[src/rtl/bscan_pkg.sv]
// Purpose: Shared constants and types for the dual-lane transceiver with boundary scan
// Assumes: One 250 MHz core clock samples every pin, the test clock included
// Notes:   Boundary cell positions count from the test-data-out end
package bscan_pkg;

  localparam int LANE_W    = 9;
  localparam int NUM_LANES = 2;
  localparam int PIN_W     = 18;
  localparam int IR_W      = 8;
  localparam int BSR_W     = 80;

  localparam logic [7:0] IR_EXTEST     = 8'h00;
  localparam logic [7:0] IR_SAMPLE     = 8'h81;
  localparam logic [7:0] IR_CLAMP      = 8'h82;
  localparam logic [7:0] IR_HIGHZ      = 8'h03;
  localparam logic [7:0] IR_RESET_CODE = 8'hFF;
  localparam logic [1:0] IR_CAPTURE_LSB = 2'h1;
  // Arbitrary value, not tied to any real part
  localparam logic [5:0] IR_CAPTURE_HI_DEF = 6'h2A;

  // Control group, lane l sits four cells lower per lane
  localparam int BIT_DIR     = 79;
  localparam int BIT_ENN     = 78;
  localparam int BIT_AOE     = 77;
  localparam int BIT_BOE     = 76;
  localparam int CTRL_STRIDE = 4;
  localparam int BIT_AIN_TOP  = 71;
  localparam int BIT_BOUT_TOP = 53;
  localparam int BIT_BIN_TOP  = 35;
  localparam int BIT_AOUT_TOP = 17;

  // Layout of the synchronised pin bundle
  localparam int SY_TCK = 0;
  localparam int SY_TMS = 1;
  localparam int SY_TDI = 2;
  localparam int SY_DIR = 3;
  localparam int SY_ENN = 5;
  localparam int SY_A   = 7;
  localparam int SY_B   = 25;
  localparam int SYNC_W = 43;
  localparam logic [SYNC_W-1:0] SYNC_RST = 43'h00000000060;

  typedef enum logic [3:0] {
    TAP_RESET     = 4'hF,
    TAP_IDLE      = 4'hC,
    TAP_SEL_DR    = 4'h7,
    TAP_CAP_DR    = 4'h6,
    TAP_SHIFT_DR  = 4'h2,
    TAP_EXIT1_DR  = 4'h1,
    TAP_PAUSE_DR  = 4'h3,
    TAP_EXIT2_DR  = 4'h0,
    TAP_UPD_DR    = 4'h5,
    TAP_SEL_IR    = 4'h4,
    TAP_CAP_IR    = 4'hE,
    TAP_SHIFT_IR  = 4'hA,
    TAP_EXIT1_IR  = 4'h9,
    TAP_PAUSE_IR  = 4'hB,
    TAP_EXIT2_IR  = 4'h8,
    TAP_UPD_IR    = 4'hD
  } tap_state_t;

  typedef struct packed {
    tap_state_t state;
  } tap_reg_t;

  localparam tap_reg_t TAP_REG_RST = '{state: TAP_RESET};

  typedef struct packed {
    logic [SYNC_W-1:0] sync1;
    logic [SYNC_W-1:0] sync2;
    logic              tckPrev;
    logic [IR_W-1:0]   irShift;
    logic [IR_W-1:0]   irActive;
    logic              bypass;
    logic [BSR_W-1:0]  bsrShift;
    logic [BSR_W-1:0]  bsrUpd;
    logic              tdo;
    logic              tdoOeN;
    logic [PIN_W-1:0]  aOut;
    logic [PIN_W-1:0]  aOeN;
    logic [PIN_W-1:0]  bOut;
    logic [PIN_W-1:0]  bOeN;
  } core_state_t;

  localparam core_state_t CORE_RST = '{
    sync1: SYNC_RST, sync2: SYNC_RST, tckPrev: 1'b0,
    irShift: 8'h00, irActive: IR_RESET_CODE, bypass: 1'b0,
    bsrShift: 80'h0, bsrUpd: 80'h0, tdo: 1'b0, tdoOeN: 1'b1,
    aOut: 18'h00000, aOeN: 18'h3FFFF, bOut: 18'h00000, bOeN: 18'h3FFFF};

endpackage

[src/rtl/tap_if.sv]
// Purpose: Carries test-clock events and controller state between core and controller
// Assumes: Both ends run on mclk
// Notes:   tckRise is a one-cycle pulse
`timescale 1ns/1ps
interface tap_if;
  import bscan_pkg::*;
  logic       tckRise;
  logic       tms;
  tap_state_t state;
  modport fsm  (input tckRise, input tms, output state);
  modport core (output tckRise, output tms, input state);
endinterface

[src/rtl/tap_fsm.sv]
// Purpose: Sixteen-state test access port controller
// Assumes: tckRise and tms already synchronised to mclk
// Notes:   Advances only on a test-clock rising edge pulse
`timescale 1ns/1ps
module tap_fsm
  import bscan_pkg::*;
(
  // Clock and reset
  input  logic mclk,
  input  logic nrst,
  // Controller link
  tap_if.fsm   tap
);

  tap_reg_t r;
  tap_reg_t n;

  function automatic tap_state_t nextTap(input tap_state_t s, input logic m);
    unique case (s)
      TAP_RESET:    nextTap = m ? TAP_RESET    : TAP_IDLE;
      TAP_IDLE:     nextTap = m ? TAP_SEL_DR   : TAP_IDLE;
      TAP_SEL_DR:   nextTap = m ? TAP_SEL_IR   : TAP_CAP_DR;
      TAP_CAP_DR:   nextTap = m ? TAP_EXIT1_DR : TAP_SHIFT_DR;
      TAP_SHIFT_DR: nextTap = m ? TAP_EXIT1_DR : TAP_SHIFT_DR;
      TAP_EXIT1_DR: nextTap = m ? TAP_UPD_DR   : TAP_PAUSE_DR;
      TAP_PAUSE_DR: nextTap = m ? TAP_EXIT2_DR : TAP_PAUSE_DR;
      TAP_EXIT2_DR: nextTap = m ? TAP_UPD_DR   : TAP_SHIFT_DR;
      TAP_UPD_DR:   nextTap = m ? TAP_SEL_DR   : TAP_IDLE;
      TAP_SEL_IR:   nextTap = m ? TAP_RESET    : TAP_CAP_IR;
      TAP_CAP_IR:   nextTap = m ? TAP_EXIT1_IR : TAP_SHIFT_IR;
      TAP_SHIFT_IR: nextTap = m ? TAP_EXIT1_IR : TAP_SHIFT_IR;
      TAP_EXIT1_IR: nextTap = m ? TAP_UPD_IR   : TAP_PAUSE_IR;
      TAP_PAUSE_IR: nextTap = m ? TAP_EXIT2_IR : TAP_PAUSE_IR;
      TAP_EXIT2_IR: nextTap = m ? TAP_UPD_IR   : TAP_SHIFT_IR;
      TAP_UPD_IR:   nextTap = m ? TAP_SEL_DR   : TAP_IDLE;
    endcase
  endfunction

  always_comb
  begin
    n = r;
    if (tap.tckRise)
    begin
      n.state = nextTap(r.state, tap.tms);
    end
  end

  always_ff @(posedge mclk)
  begin
    if (!nrst)
    begin
      r <= TAP_REG_RST;
    end
    else
    begin
      r <= n;
    end
  end

  assign tap.state = r.state;

  AST_TAP_RESET_HOLD: assert property (@(posedge mclk) disable iff (!nrst)
    (r.state == TAP_RESET && tap.tckRise && tap.tms) |=> (r.state == TAP_RESET))
    else $error("controller left reset with TMS high");

  AST_TAP_STILL: assert property (@(posedge mclk) disable iff (!nrst)
    !tap.tckRise |=> $stable(r.state))
    else $error("controller moved without a test clock edge");

endmodule

[src/rtl/dual_byte_transceiver_boundary_scan.sv]
// Purpose: Two nine-bit bidirectional transceiver lanes wrapped in boundary-scan test logic
// Assumes: All pins asynchronous to mclk; TCK slower than mclk/4
// Notes:   System path has three mclk cycles of latency through the synchronisers and output flops
`timescale 1ns/1ps
module dual_byte_transceiver_boundary_scan
  import bscan_pkg::*;
#(
  parameter logic [5:0] IR_CAPTURE_HI = IR_CAPTURE_HI_DEF
)
(
  // Clock and reset
  input  logic             mclk,
  input  logic             nrst,
  // Lane one controls
  input  logic             laneOneDirectionSelect,
  input  logic             laneOneOutputEnableN,
  // Lane two controls
  input  logic             laneTwoDirectionSelect,
  input  logic             laneTwoOutputEnableN,
  // Lane one A side
  input  logic [LANE_W-1:0] laneOnePortAIn,
  output logic [LANE_W-1:0] laneOnePortAOut,
  output logic [LANE_W-1:0] laneOnePortAOeN,
  // Lane one B side
  input  logic [LANE_W-1:0] laneOnePortBIn,
  output logic [LANE_W-1:0] laneOnePortBOut,
  output logic [LANE_W-1:0] laneOnePortBOeN,
  // Lane two A side
  input  logic [LANE_W-1:0] laneTwoPortAIn,
  output logic [LANE_W-1:0] laneTwoPortAOut,
  output logic [LANE_W-1:0] laneTwoPortAOeN,
  // Lane two B side
  input  logic [LANE_W-1:0] laneTwoPortBIn,
  output logic [LANE_W-1:0] laneTwoPortBOut,
  output logic [LANE_W-1:0] laneTwoPortBOeN,
  // Test access port
  input  logic             tck,
  input  logic             tms,
  input  logic             tdi,
  output logic             tdo,
  output logic             tdoOeN
);

  core_state_t        r;
  core_state_t        n;
  tap_if              tap ();

  logic [SYNC_W-1:0]  rawBundle;
  logic               tckS;
  logic               tdiS;
  logic               tckRise;
  logic               tckFall;
  logic [NUM_LANES-1:0] dirS;
  logic [NUM_LANES-1:0] enNS;
  logic [PIN_W-1:0]   aS;
  logic [PIN_W-1:0]   bS;
  logic [NUM_LANES-1:0] aSideDriveEnable;
  logic [NUM_LANES-1:0] bSideDriveEnable;
  logic [BSR_W-1:0]   captureVec;
  logic [PIN_W-1:0]   effAOut;
  logic [PIN_W-1:0]   effAOeN;
  logic [PIN_W-1:0]   effBOut;
  logic [PIN_W-1:0]   effBOeN;
  logic               selBoundary;
  logic               forceCells;
  logic               floatAll;
  logic               systemMode;

  tap_fsm u_tap_fsm (
    .mclk (mclk),
    .nrst (nrst),
    .tap  (tap.fsm)
  );

  // Every pin enters the same two-stage bundle so TMS/TDI stay aligned with TCK
  assign rawBundle = {laneTwoPortBIn, laneOnePortBIn, laneTwoPortAIn, laneOnePortAIn,
                      laneTwoOutputEnableN, laneOneOutputEnableN,
                      laneTwoDirectionSelect, laneOneDirectionSelect, tdi, tms, tck};

  assign tckS = r.sync2[SY_TCK];
  assign tdiS = r.sync2[SY_TDI];
  assign dirS = r.sync2[SY_DIR +: NUM_LANES];
  assign enNS = r.sync2[SY_ENN +: NUM_LANES];
  assign aS   = r.sync2[SY_A +: PIN_W];
  assign bS   = r.sync2[SY_B +: PIN_W];

  assign tckRise = tckS & ~r.tckPrev;
  assign tckFall = ~tckS & r.tckPrev;

  assign tap.tckRise = tckRise;
  assign tap.tms     = r.sync2[SY_TMS];

  assign selBoundary = (r.irActive == IR_EXTEST) || (r.irActive == IR_SAMPLE);
  assign forceCells  = (r.irActive == IR_EXTEST) || (r.irActive == IR_CLAMP);
  assign floatAll    = (r.irActive == IR_HIGHZ);
  assign systemMode  = !forceCells && !floatAll;

  genvar l;
  generate
    for (l = 0; l < NUM_LANES; l++)
    begin : g_lane
      // one A and one B enable per lane
      assign aSideDriveEnable[l] = ~enNS[l] & ~dirS[l];
      assign bSideDriveEnable[l] = ~enNS[l] & dirS[l];
      assign captureVec[BIT_DIR - CTRL_STRIDE*l] = dirS[l];
      assign captureVec[BIT_ENN - CTRL_STRIDE*l] = enNS[l];
      assign captureVec[BIT_AOE - CTRL_STRIDE*l] = aSideDriveEnable[l];
      assign captureVec[BIT_BOE - CTRL_STRIDE*l] = bSideDriveEnable[l];
    end
  endgenerate

  genvar i;
  generate
    for (i = 0; i < PIN_W; i++)
    begin : g_pin
      localparam int LN = i / LANE_W;
      // observe-only cells, A-in and B-in groups
      assign captureVec[BIT_AIN_TOP - i]  = aS[i];
      assign captureVec[BIT_BIN_TOP - i]  = bS[i];
      // output cells capture the system value
      assign captureVec[BIT_BOUT_TOP - i] = aS[i];
      assign captureVec[BIT_AOUT_TOP - i] = bS[i];
      assign effAOut[i] = forceCells ? r.bsrUpd[BIT_AOUT_TOP - i] : bS[i];
      assign effBOut[i] = forceCells ? r.bsrUpd[BIT_BOUT_TOP - i] : aS[i];
      assign effAOeN[i] = floatAll ? 1'b1 :
                          forceCells ? ~r.bsrUpd[BIT_AOE - CTRL_STRIDE*LN] : ~aSideDriveEnable[LN];
      assign effBOeN[i] = floatAll ? 1'b1 :
                          forceCells ? ~r.bsrUpd[BIT_BOE - CTRL_STRIDE*LN] : ~bSideDriveEnable[LN];
    end
  endgenerate

  always_comb
  begin
    n         = r;
    n.sync1   = rawBundle;
    n.sync2   = r.sync1;
    n.tckPrev = tckS;
    n.aOut    = effAOut;
    n.aOeN    = effAOeN;
    n.bOut    = effBOut;
    n.bOeN    = effBOeN;

    if (tckRise)
    begin
      if (tap.state == TAP_CAP_IR)
      begin
        n.irShift = {IR_CAPTURE_HI, IR_CAPTURE_LSB};
      end
      else if (tap.state == TAP_SHIFT_IR)
      begin
        n.irShift = {tdiS, r.irShift[IR_W-1:1]};
      end
      else if (tap.state == TAP_CAP_DR)
      begin
        if (selBoundary)
        begin
          n.bsrShift = captureVec;
        end
        else
        begin
          n.bypass = 1'b0;
        end
      end
      else if (tap.state == TAP_SHIFT_DR)
      begin
        if (selBoundary)
        begin
          n.bsrShift = {tdiS, r.bsrShift[BSR_W-1:1]};
        end
        else
        begin
          n.bypass = tdiS;
        end
      end
    end

    // Falling-edge actions keep TDO and update latches clear of the rising capture
    if (tckFall)
    begin
      if (tap.state == TAP_SHIFT_IR)
      begin
        n.tdo    = r.irShift[0];
        n.tdoOeN = 1'b0;
      end
      else if (tap.state == TAP_SHIFT_DR)
      begin
        n.tdo    = selBoundary ? r.bsrShift[0] : r.bypass;
        n.tdoOeN = 1'b0;
      end
      else
      begin
        n.tdoOeN = 1'b1;
      end
      if (tap.state == TAP_UPD_IR)
      begin
        n.irActive = r.irShift;
      end
      if (tap.state == TAP_UPD_DR && selBoundary)
      begin
        n.bsrUpd = r.bsrShift;
      end
    end

    if (tap.state == TAP_RESET)
    begin
      n.irActive = IR_RESET_CODE;
    end
  end

  always_ff @(posedge mclk)
  begin
    if (!nrst)
    begin
      r <= CORE_RST;
    end
    else
    begin
      r <= n;
    end
  end

  assign laneOnePortAOut = r.aOut[LANE_W-1:0];
  assign laneTwoPortAOut = r.aOut[PIN_W-1:LANE_W];
  assign laneOnePortAOeN = r.aOeN[LANE_W-1:0];
  assign laneTwoPortAOeN = r.aOeN[PIN_W-1:LANE_W];
  assign laneOnePortBOut = r.bOut[LANE_W-1:0];
  assign laneTwoPortBOut = r.bOut[PIN_W-1:LANE_W];
  assign laneOnePortBOeN = r.bOeN[LANE_W-1:0];
  assign laneTwoPortBOeN = r.bOeN[PIN_W-1:LANE_W];
  assign tdo             = r.tdo;
  assign tdoOeN          = r.tdoOeN;

  AST_B_TO_A: assert property (@(posedge mclk) disable iff (!nrst)
    ($past(nrst) && $past(systemMode) && !$past(enNS[0]) && !$past(dirS[0]))
    |-> (r.aOut[LANE_W-1:0] == $past(bS[LANE_W-1:0]) && r.aOeN[LANE_W-1:0] == 9'h000
         && r.bOeN[LANE_W-1:0] == 9'h1FF))
    else $error("lane one B to A path wrong");

  AST_A_TO_B: assert property (@(posedge mclk) disable iff (!nrst)
    ($past(nrst) && $past(systemMode) && !$past(enNS[1]) && $past(dirS[1]))
    |-> (r.bOut[PIN_W-1:LANE_W] == $past(aS[PIN_W-1:LANE_W]) && r.bOeN[PIN_W-1:LANE_W] == 9'h000
         && r.aOeN[PIN_W-1:LANE_W] == 9'h1FF))
    else $error("lane two A to B path wrong");

  AST_ENABLE_FLOAT: assert property (@(posedge mclk) disable iff (!nrst)
    ($past(nrst) && $past(systemMode) && $past(enNS[0]))
    |-> (r.aOeN[LANE_W-1:0] == 9'h1FF && r.bOeN[LANE_W-1:0] == 9'h1FF))
    else $error("disabled lane still drives");

  AST_HIGHZ_ALL: assert property (@(posedge mclk) disable iff (!nrst)
    ($past(nrst) && $past(floatAll)) |-> (&r.aOeN && &r.bOeN))
    else $error("outputs driven under HIGHZ");

  AST_CELL_OVERRIDE: assert property (@(posedge mclk) disable iff (!nrst)
    ($past(nrst) && $past(forceCells))
    |-> (r.aOut[0] == $past(r.bsrUpd[BIT_AOUT_TOP]) && r.bOut[PIN_W-1] == $past(r.bsrUpd[BIT_BIN_TOP + 1])))
    else $error("output cell does not override the pin");

  AST_ENABLE_CELL: assert property (@(posedge mclk) disable iff (!nrst)
    ($past(nrst) && $past(forceCells))
    |-> (r.aOeN[0] == !$past(r.bsrUpd[BIT_AOE]) && r.bOeN[LANE_W] == !$past(r.bsrUpd[BIT_BOE - CTRL_STRIDE])))
    else $error("enable cell does not govern outputs");

  AST_BYPASS_ZERO: assert property (@(posedge mclk) disable iff (!nrst)
    (tckRise && tap.state == TAP_CAP_DR && !selBoundary) |=> (r.bypass == 1'b0))
    else $error("bypass did not capture zero");

  AST_IR_CAPTURE: assert property (@(posedge mclk) disable iff (!nrst)
    (tckRise && tap.state == TAP_CAP_IR) |=> (r.irShift == {IR_CAPTURE_HI, IR_CAPTURE_LSB}))
    else $error("instruction capture value wrong");

  AST_DECODE: assert property (@(posedge mclk) disable iff (!nrst)
    (r.irActive == IR_SAMPLE) |-> (selBoundary && systemMode))
    else $error("SAMPLE decode wrong");

  AST_BSR_SHIFT: assert property (@(posedge mclk) disable iff (!nrst)
    (tckRise && tap.state == TAP_SHIFT_DR && selBoundary)
    |=> (r.bsrShift == {$past(tdiS), $past(r.bsrShift[BSR_W-1:1])}))
    else $error("boundary shift wrong");

  AST_CAPTURE_MAP: assert property (@(posedge mclk) disable iff (!nrst)
    (tckRise && tap.state == TAP_CAP_DR && selBoundary)
    |=> (r.bsrShift[BIT_DIR] == $past(dirS[0]) && r.bsrShift[BIT_AIN_TOP] == $past(aS[0])
         && r.bsrShift[BIT_BIN_TOP] == $past(bS[0]) && r.bsrShift[BIT_ENN - CTRL_STRIDE] == $past(enNS[1])))
    else $error("boundary capture map wrong");

  AST_TDO_FALL: assert property (@(posedge mclk) disable iff (!nrst)
    (tckFall && tap.state == TAP_SHIFT_IR) |=> (!r.tdoOeN && r.tdo == $past(r.irShift[0])))
    else $error("TDO not presented on falling edge");

endmodule

[config.mk]
export PLATFORM = sky130hd
export DESIGN_NAME = dual_byte_transceiver_boundary_scan
export DESIGN_NICKNAME = d
export VERILOG_FILES = /design/src/rtl/bscan_pkg.sv /design/src/rtl/tap_if.sv /design/src/rtl/tap_fsm.sv /design/src/rtl/dual_byte_transceiver_boundary_scan.sv
export SDC_FILE = /design/constraint.sdc
export NUM_CORES = 1
export LEC_CHECK = 0
export ABC_AREA = 1
export BUFFER_PORTS_ARGS = -buffer_cell sky130_fd_sc_hd__buf_2
export CAP_MARGIN = 20
export CORE_MARGIN = 2
export CORE_UTILIZATION = 52
export DETAILED_ROUTE_END_ITERATION = 8
export PLACE_DENSITY = 0.7
export SYNTH_ARGS = -nofsm -noshare
export SYNTH_HDL_FRONTEND = slang
export SYNTH_SLANG_ARGS = --single-unit
[constraint.sdc]
create_clock -name mclk -period 2.6 [get_ports mclk]
set_input_delay 0.13 -clock mclk [delete_from_list [all_inputs] [get_ports mclk]]
set_output_delay 0.13 -clock mclk [all_outputs]
set_load 0.005 [all_outputs]
---- Word level (Yosys, flattened, before mapping) ----
Cells that the tools add are included.
storage, ports and cells
  bits in registers ....................... 324
  input bits .............................. 45
  output and inout port bits .............. 74
  logic and storage cells ................. 147
cells by class
  equal/unequal tests ..................... 22
  multiplexer cells ....................... 69
  bitwise gates (word level) .............. 23
  reductions and logical operators ........ 18
operators with widths
  cell                  number
  $mux W81              2
  $mux W80              2
  $mux W1               50
  $pmux W4 S12          1
  $eq A4 B4 Y1 const B  8
  $not A1 Y1            17
  $eq A4 B3 Y1 const B  4
  $eq A8 B8 Y1 const B  2
  $mux W8               2
  $mux W2               7
  $mux W3               4
  $reduce_and A6 Y1     2
  $eq A4 B2 Y1 const B  2
  $eq A8 B2 Y1 const B  1
  $logic_not A8 Y1      1
  $ne A2 B2 Y1 const B  4
  $reduce_and A2 Y1     4
  $and A1 B1 Y1         6
  $reduce_bool A2 Y1    3
  $reduce_or A2 Y1      3
  $eq A4 B1 Y1 const B  1
  $logic_not A4 Y1      1
  $mux W4               1
  $reduce_or A3 Y1      1
  other kinds (2)       3

---- Longest topological paths before layout ----
  depth after elaboration ................. 5
  depth in mapped cells ................... 11
  depth with buffers taken out ............ 9

---- Hierarchy ----
Synthesis repeated with hierarchy kept, for this count alone.
second synthesis, totals
  cell total of the unflattened synthesis .. 1518
  area total of the unflattened synthesis .. 10866.7 um2
modules (own cells, without submodules)
  module                               instances  cells each  area an instance (um2)  sequential area each (um2)
  dual_byte_transceiver_boundary_scan  1          1468        10560.1                 5325.1
  tap_fsm                              1          50          306.5                   80.1

---- Least setup slack after synthesis ----
OpenSTA, ideal clock, no wires.
  path kind ............................... register to register
  start ................................... register u_tap_fsm.r (netlist bit u_tap_fsm.tap.state[3])
  end ..................................... register r[216] (netlist name)
  setup time .............................. 113 ps
  arrival time ............................ 1337 ps
  required time ........................... 2487 ps
  slack ................................... 1150 ps
  cell stages (with the launch flop) ...... 10
  buffers on the path ..................... 3
  clock period less this slack ............ 1450 ps
  cell sequence ........................... dfxtp_1 buf_2 nor2_2 nand3_2 a21oi_4 buf_6 buf_2 nand2_1 nand2_1 nor2_1
on the way
  word-level cells in the longest chain between the ends .. 3
  elaborated cells between the ends (all ways) .. 11
  classes of those cells .................. 6 x eq/ne; 1 x mux; 2 x bitwise; 2 x reduce/logical
RTL lines
  item                                                  line                                        text
  from (decl)                                           tap_fsm.sv:15                               tap_reg_t r;
  from (signal assigned)                                tap_fsm.sv:56                               r <= n;
  $eq A4 B2 Y1, or another cell as far along            dual_byte_transceiver_boundary_scan.sv:164  else if (tap.state == TAP_SHIFT_DR)
  $ne A2 B2 Y1 (no line), or another cell as far along  --
  $reduce_and A6 Y1 (no line)                           --
  to (signal assigned)                                  dual_byte_transceiver_boundary_scan.sv:218  r <= n;
  to (decl)                                             dual_byte_transceiver_boundary_scan.sv:44   core_state_t r;
Parallel ways exist; a longest one is shown, timed or not.
A chain may end at the register's enable or synchronous reset.

---- Worst setup path in the final report ----
  start ................................... register u_tap_fsm.r (netlist bit u_tap_fsm.tap.state[2])
  end ..................................... register r[80] (netlist name)
on the way
  word-level cells in the longest chain between the ends .. 3
RTL lines
  item                         line                                        text
  $eq A4 B3 Y1                 dual_byte_transceiver_boundary_scan.sv:198  if (tap.state == TAP_UPD_DR && selBoundary)
  $logic_and A1 B1 Y1          dual_byte_transceiver_boundary_scan.sv:198
  $reduce_and A2 Y1 (no line)  --
No other way between the ends.

==> metrics <==
CP Buf/Inv Count 3; Worst setup SP type flop; vias per inst 4.57; Die Y 150 um; largest family of logic cells by synthesized area simple AND/OR/NAND/NOR gates; slew margin rel. 53.2%; worst clock skew 8.22 ps; Placed Cells 1841; largest net degree at the start of global routing 161; post-route ant nets 0; Hold/Removal Path Class input port to flop; drt total wl 21200 um; Post-Synth XOR/XNOR Area 0%; Final Hold Vio Count 0; CTS tree done; initial core utilization 52.9%; number of synthesized flops with an enable pin 0; Post-Syn Area per Cell 6.98 sq um; first-pass GRT wire length 35700 um; die width 150 um; Power Total 8.43 mW; Setup crit start u_tap_fsm.tap.state[2]; Final Max Tran Viols 0; top sig layer met4; met2 routed WL 9910 um; crit path time final 1980 ps; mux cell area share after synthesis 0%; DRC viols 0; vias 8861; cell count after synthesis 1591; WL met3 811 um; hold slack 319 ps; total of max-cap violations 0; Hold Startpoint laneTwoPortAIn[0]; Netlist Area Pre-Place 11100 sq um; core area 21000 sq um; non-filler cells, final 1941; Worst Path Max Fanout 21; Synth Register Bits 270; Clock Latency Late Sink 520 ps; share of cells above drive strength 1 11.3%; CTS clock-pin slew for the worst setup and hold paths 60 ps; Final HPWL DP 12600 um; Post-Route Setup TNS 0 ps; CP most frequent cell nor2_1; Compound-Gate Fraction of Synth Area 9.09%; R2R Path Start u_tap_fsm.tap.state[2]; gr usage total 18.8%; Nets 1693; predominant post-synthesis flop cell dfxtp_1; post-synthesis sequential area ratio 48.6%; CTS max path bufs 3; Logic pwr share 4.2%; Cell Area, Placed 11200 sq um; asr flop ratio synth 0%; wire per inst 10.9 um; Peak VDD IR 0.549 mV; syn nets 1636; period utilization 76.0%; initial antenna violation count 0; Reg power frac 50.5%; Overflow after GRT 0; # rows 53; post-route cell area 12600 sq um; Crit Path Category flop to flop; IO Count 119; htree depth 1; CP top delay family buffers and inverters; Yosys cell types 28; Detailed Routing Iterations Pass 1 4; clock share of power 45.3%; area share of fa/ha/maj cells after synthesis 0%; Max stage delay on crit path 530 ps; FILL cells 1945; final setup violating endpoints 0; Area Growth Syn to Fin 13.6%; max frequency 506 MHz; internal power 6.66 mW; TritonCTS sink count 270; number of global-route vias before repair 7942; port bufs 118; CP endpoint kind flop; Root Driver clkbuf_16; RSZ-0062 raised after global routing no; CTS resizes 0; Die ar. 22600 sq um; simple-gate portion of the synthesized area 25.7%; sw power 1.77 mW; Num CTS Buffers 27; Tightest Pin Transition 702 ps; Switching Fraction 21.0%; status finished clean; M1 WL 10000 um; # diodes 0; crit path cell chain inv_1, nor2_1, nand2_1, nor2_1, nand2_1, inv_2, buf_12, nor2_1, nor2_1; GP Congestion 0.873; crit path DAT 2430 ps; Syn. warnings 0; Pleak 5.81 nW; pwr/cell area 668 nW/um^2; initial drt markers 546; CP max stage cell dfxtp_1; WP data required 3050 ps
==> metal layers <==
layer	global-route usage (%)	vias up
met5	0	-
met4	4.86	0
met3	2.97	34
met2	33.1	140
met1	24.2	3899
li1	-	4788
==> synthesized netlist by cell type (4+ instances only) <==
cell type | n | share of area [%]
buf_6 | 8 | 0.81
inv_1 | 226 | 7.6
buf_1 | 5 | 0.17
inv_2 | 6 | 0.20
buf_4 | 81 | 5.5
buf_2 | 17 | 0.77
nand2_1 | 372 | 13
nand4_1 | 5 | 0.28
nand3_1 | 13 | 0.59
or2_2 | 4 | 0.23
o21ai_0 | 109 | 4.9
a22oi_1 | 4 | 0.27
nor2_1 | 338 | 11
o211ai_1 | 9 | 0.61
a21oi_1 | 6 | 0.27
dfxtp_1 | 270 | 49
nor3_1 | 5 | 0.23
o21ai_1 | 60 | 2.7
clkbuf_1 | 42 | 1.4
==> cells in the final DEF (no fill, tap or decap), drive strengths merged <==
| cell | n |
|---|---|
| o211ai | 9 |
| clkbuf | 34 |
| dfxtp | 270 |
| a21oi | 7 |
| dlygate4sd3 | 53 |
| a22oi | 4 |
| clkinv | 10 |
| nand3 | 14 |
| buf | 129 |
| a31oi | 2 |
| nand4 | 5 |
| nor3b | 1 |
| nor3 | 5 |
| or2 | 4 |
| nor2 | 341 |
| nand2 | 373 |
| o21ai | 169 |
| clkinvlp | 1 |
| inv | 231 |
| bufinv | 3 |
| a21boi | 1 |
==> cells by family (layout without fill, tap and decap cells) <==
group / count (synthesis) / in the layout
compound gates: 192 / 192
flops: 270 / 270
buf+inv: 386 / 461
simple gates: 743 / 743
==> sequential cells by signal, summed over array words and instances, names as in the netlist, 4 cells and up <==
| register | flops |
|---|---|
| laneTwoPortBOut | 9 |
| laneOnePortBOut | 9 |
| aS | 18 |
| captureVec | 4 |
| laneOnePortAOut | 9 |
| n | 44 |
| u_tap_fsm.tap.state | 4 |
| bS | 18 |
| r | 140 |
| laneTwoPortAOut | 9 |
==> metrics by stage <==
| step | setup slack (ps) | utilization [%] |
|---|---|---|
| finish | 624 | 60.1 |
| CTS | 595 | 60.1 |
| detailed placement | 602 | 53.4 |
| global placement | 689 | 53.4 |
| global route | 404 | 60.1 |
| floorplan | 1150 | - |
==> worst reg2reg max path: stages, from the launching register on <==
cell     delay, ps
dfxtp_1        530
inv_1          160
nor2_1         220
nand2_1         80
nor2_1          90
nand2_1         80
inv_2          340
buf_12         240
nor2_1          60
nor2_1         100
==> area by class of cell <==
| cell class | count | area (sq um) | area share, % |
|---|---|---|---|
| Clock buffer | 34 | 732 | 5.80 |
| Clock inverter | 13 | 143 | 1.13 |
| Inverter | 232 | 871 | 6.90 |
| Multi-Input combinational cell | 935 | 3870 | 30.7 |
| Sequential cell | 270 | 5410 | 42.8 |
| Tap cell | 275 | 344 | 2.72 |
| Timing Repair Buffer | 182 | 1260 | 9.98 |
==> power groups by stage <==
| stage | registers, mW | logic [mW] | clock network (mW) |
|---|---|---|---|
| after floorplan | 4.33 | 0.232 | 0 |
| after global placement | 4.35 | 0.294 | 0 |
| after detailed placement | 4.35 | 0.298 | 0 |
| after CTS | 4.25 | 0.359 | 3.92 |
| after global routing | 4.26 | 0.413 | 4.08 |
| final | 4.25 | 0.358 | 3.82 |
==> worst paths after layout <==
check | endpoint | cells past startpoint | slack, ps
worst max register to register | r[80] | 9 | 620
worst min register to register | bS[1] | 2 | 410
worst max-delay path | r[80] | 9 | 620
worst min-delay path | n[268] | 4 | 320
==> repair_timing <==
item	4_1_cts	5_1_grt
endpoints found under the hold margin	57	0
hold buffers	53	0
setup buffers	0	0
Note: power is estimated with default switching activity, not from simulation.
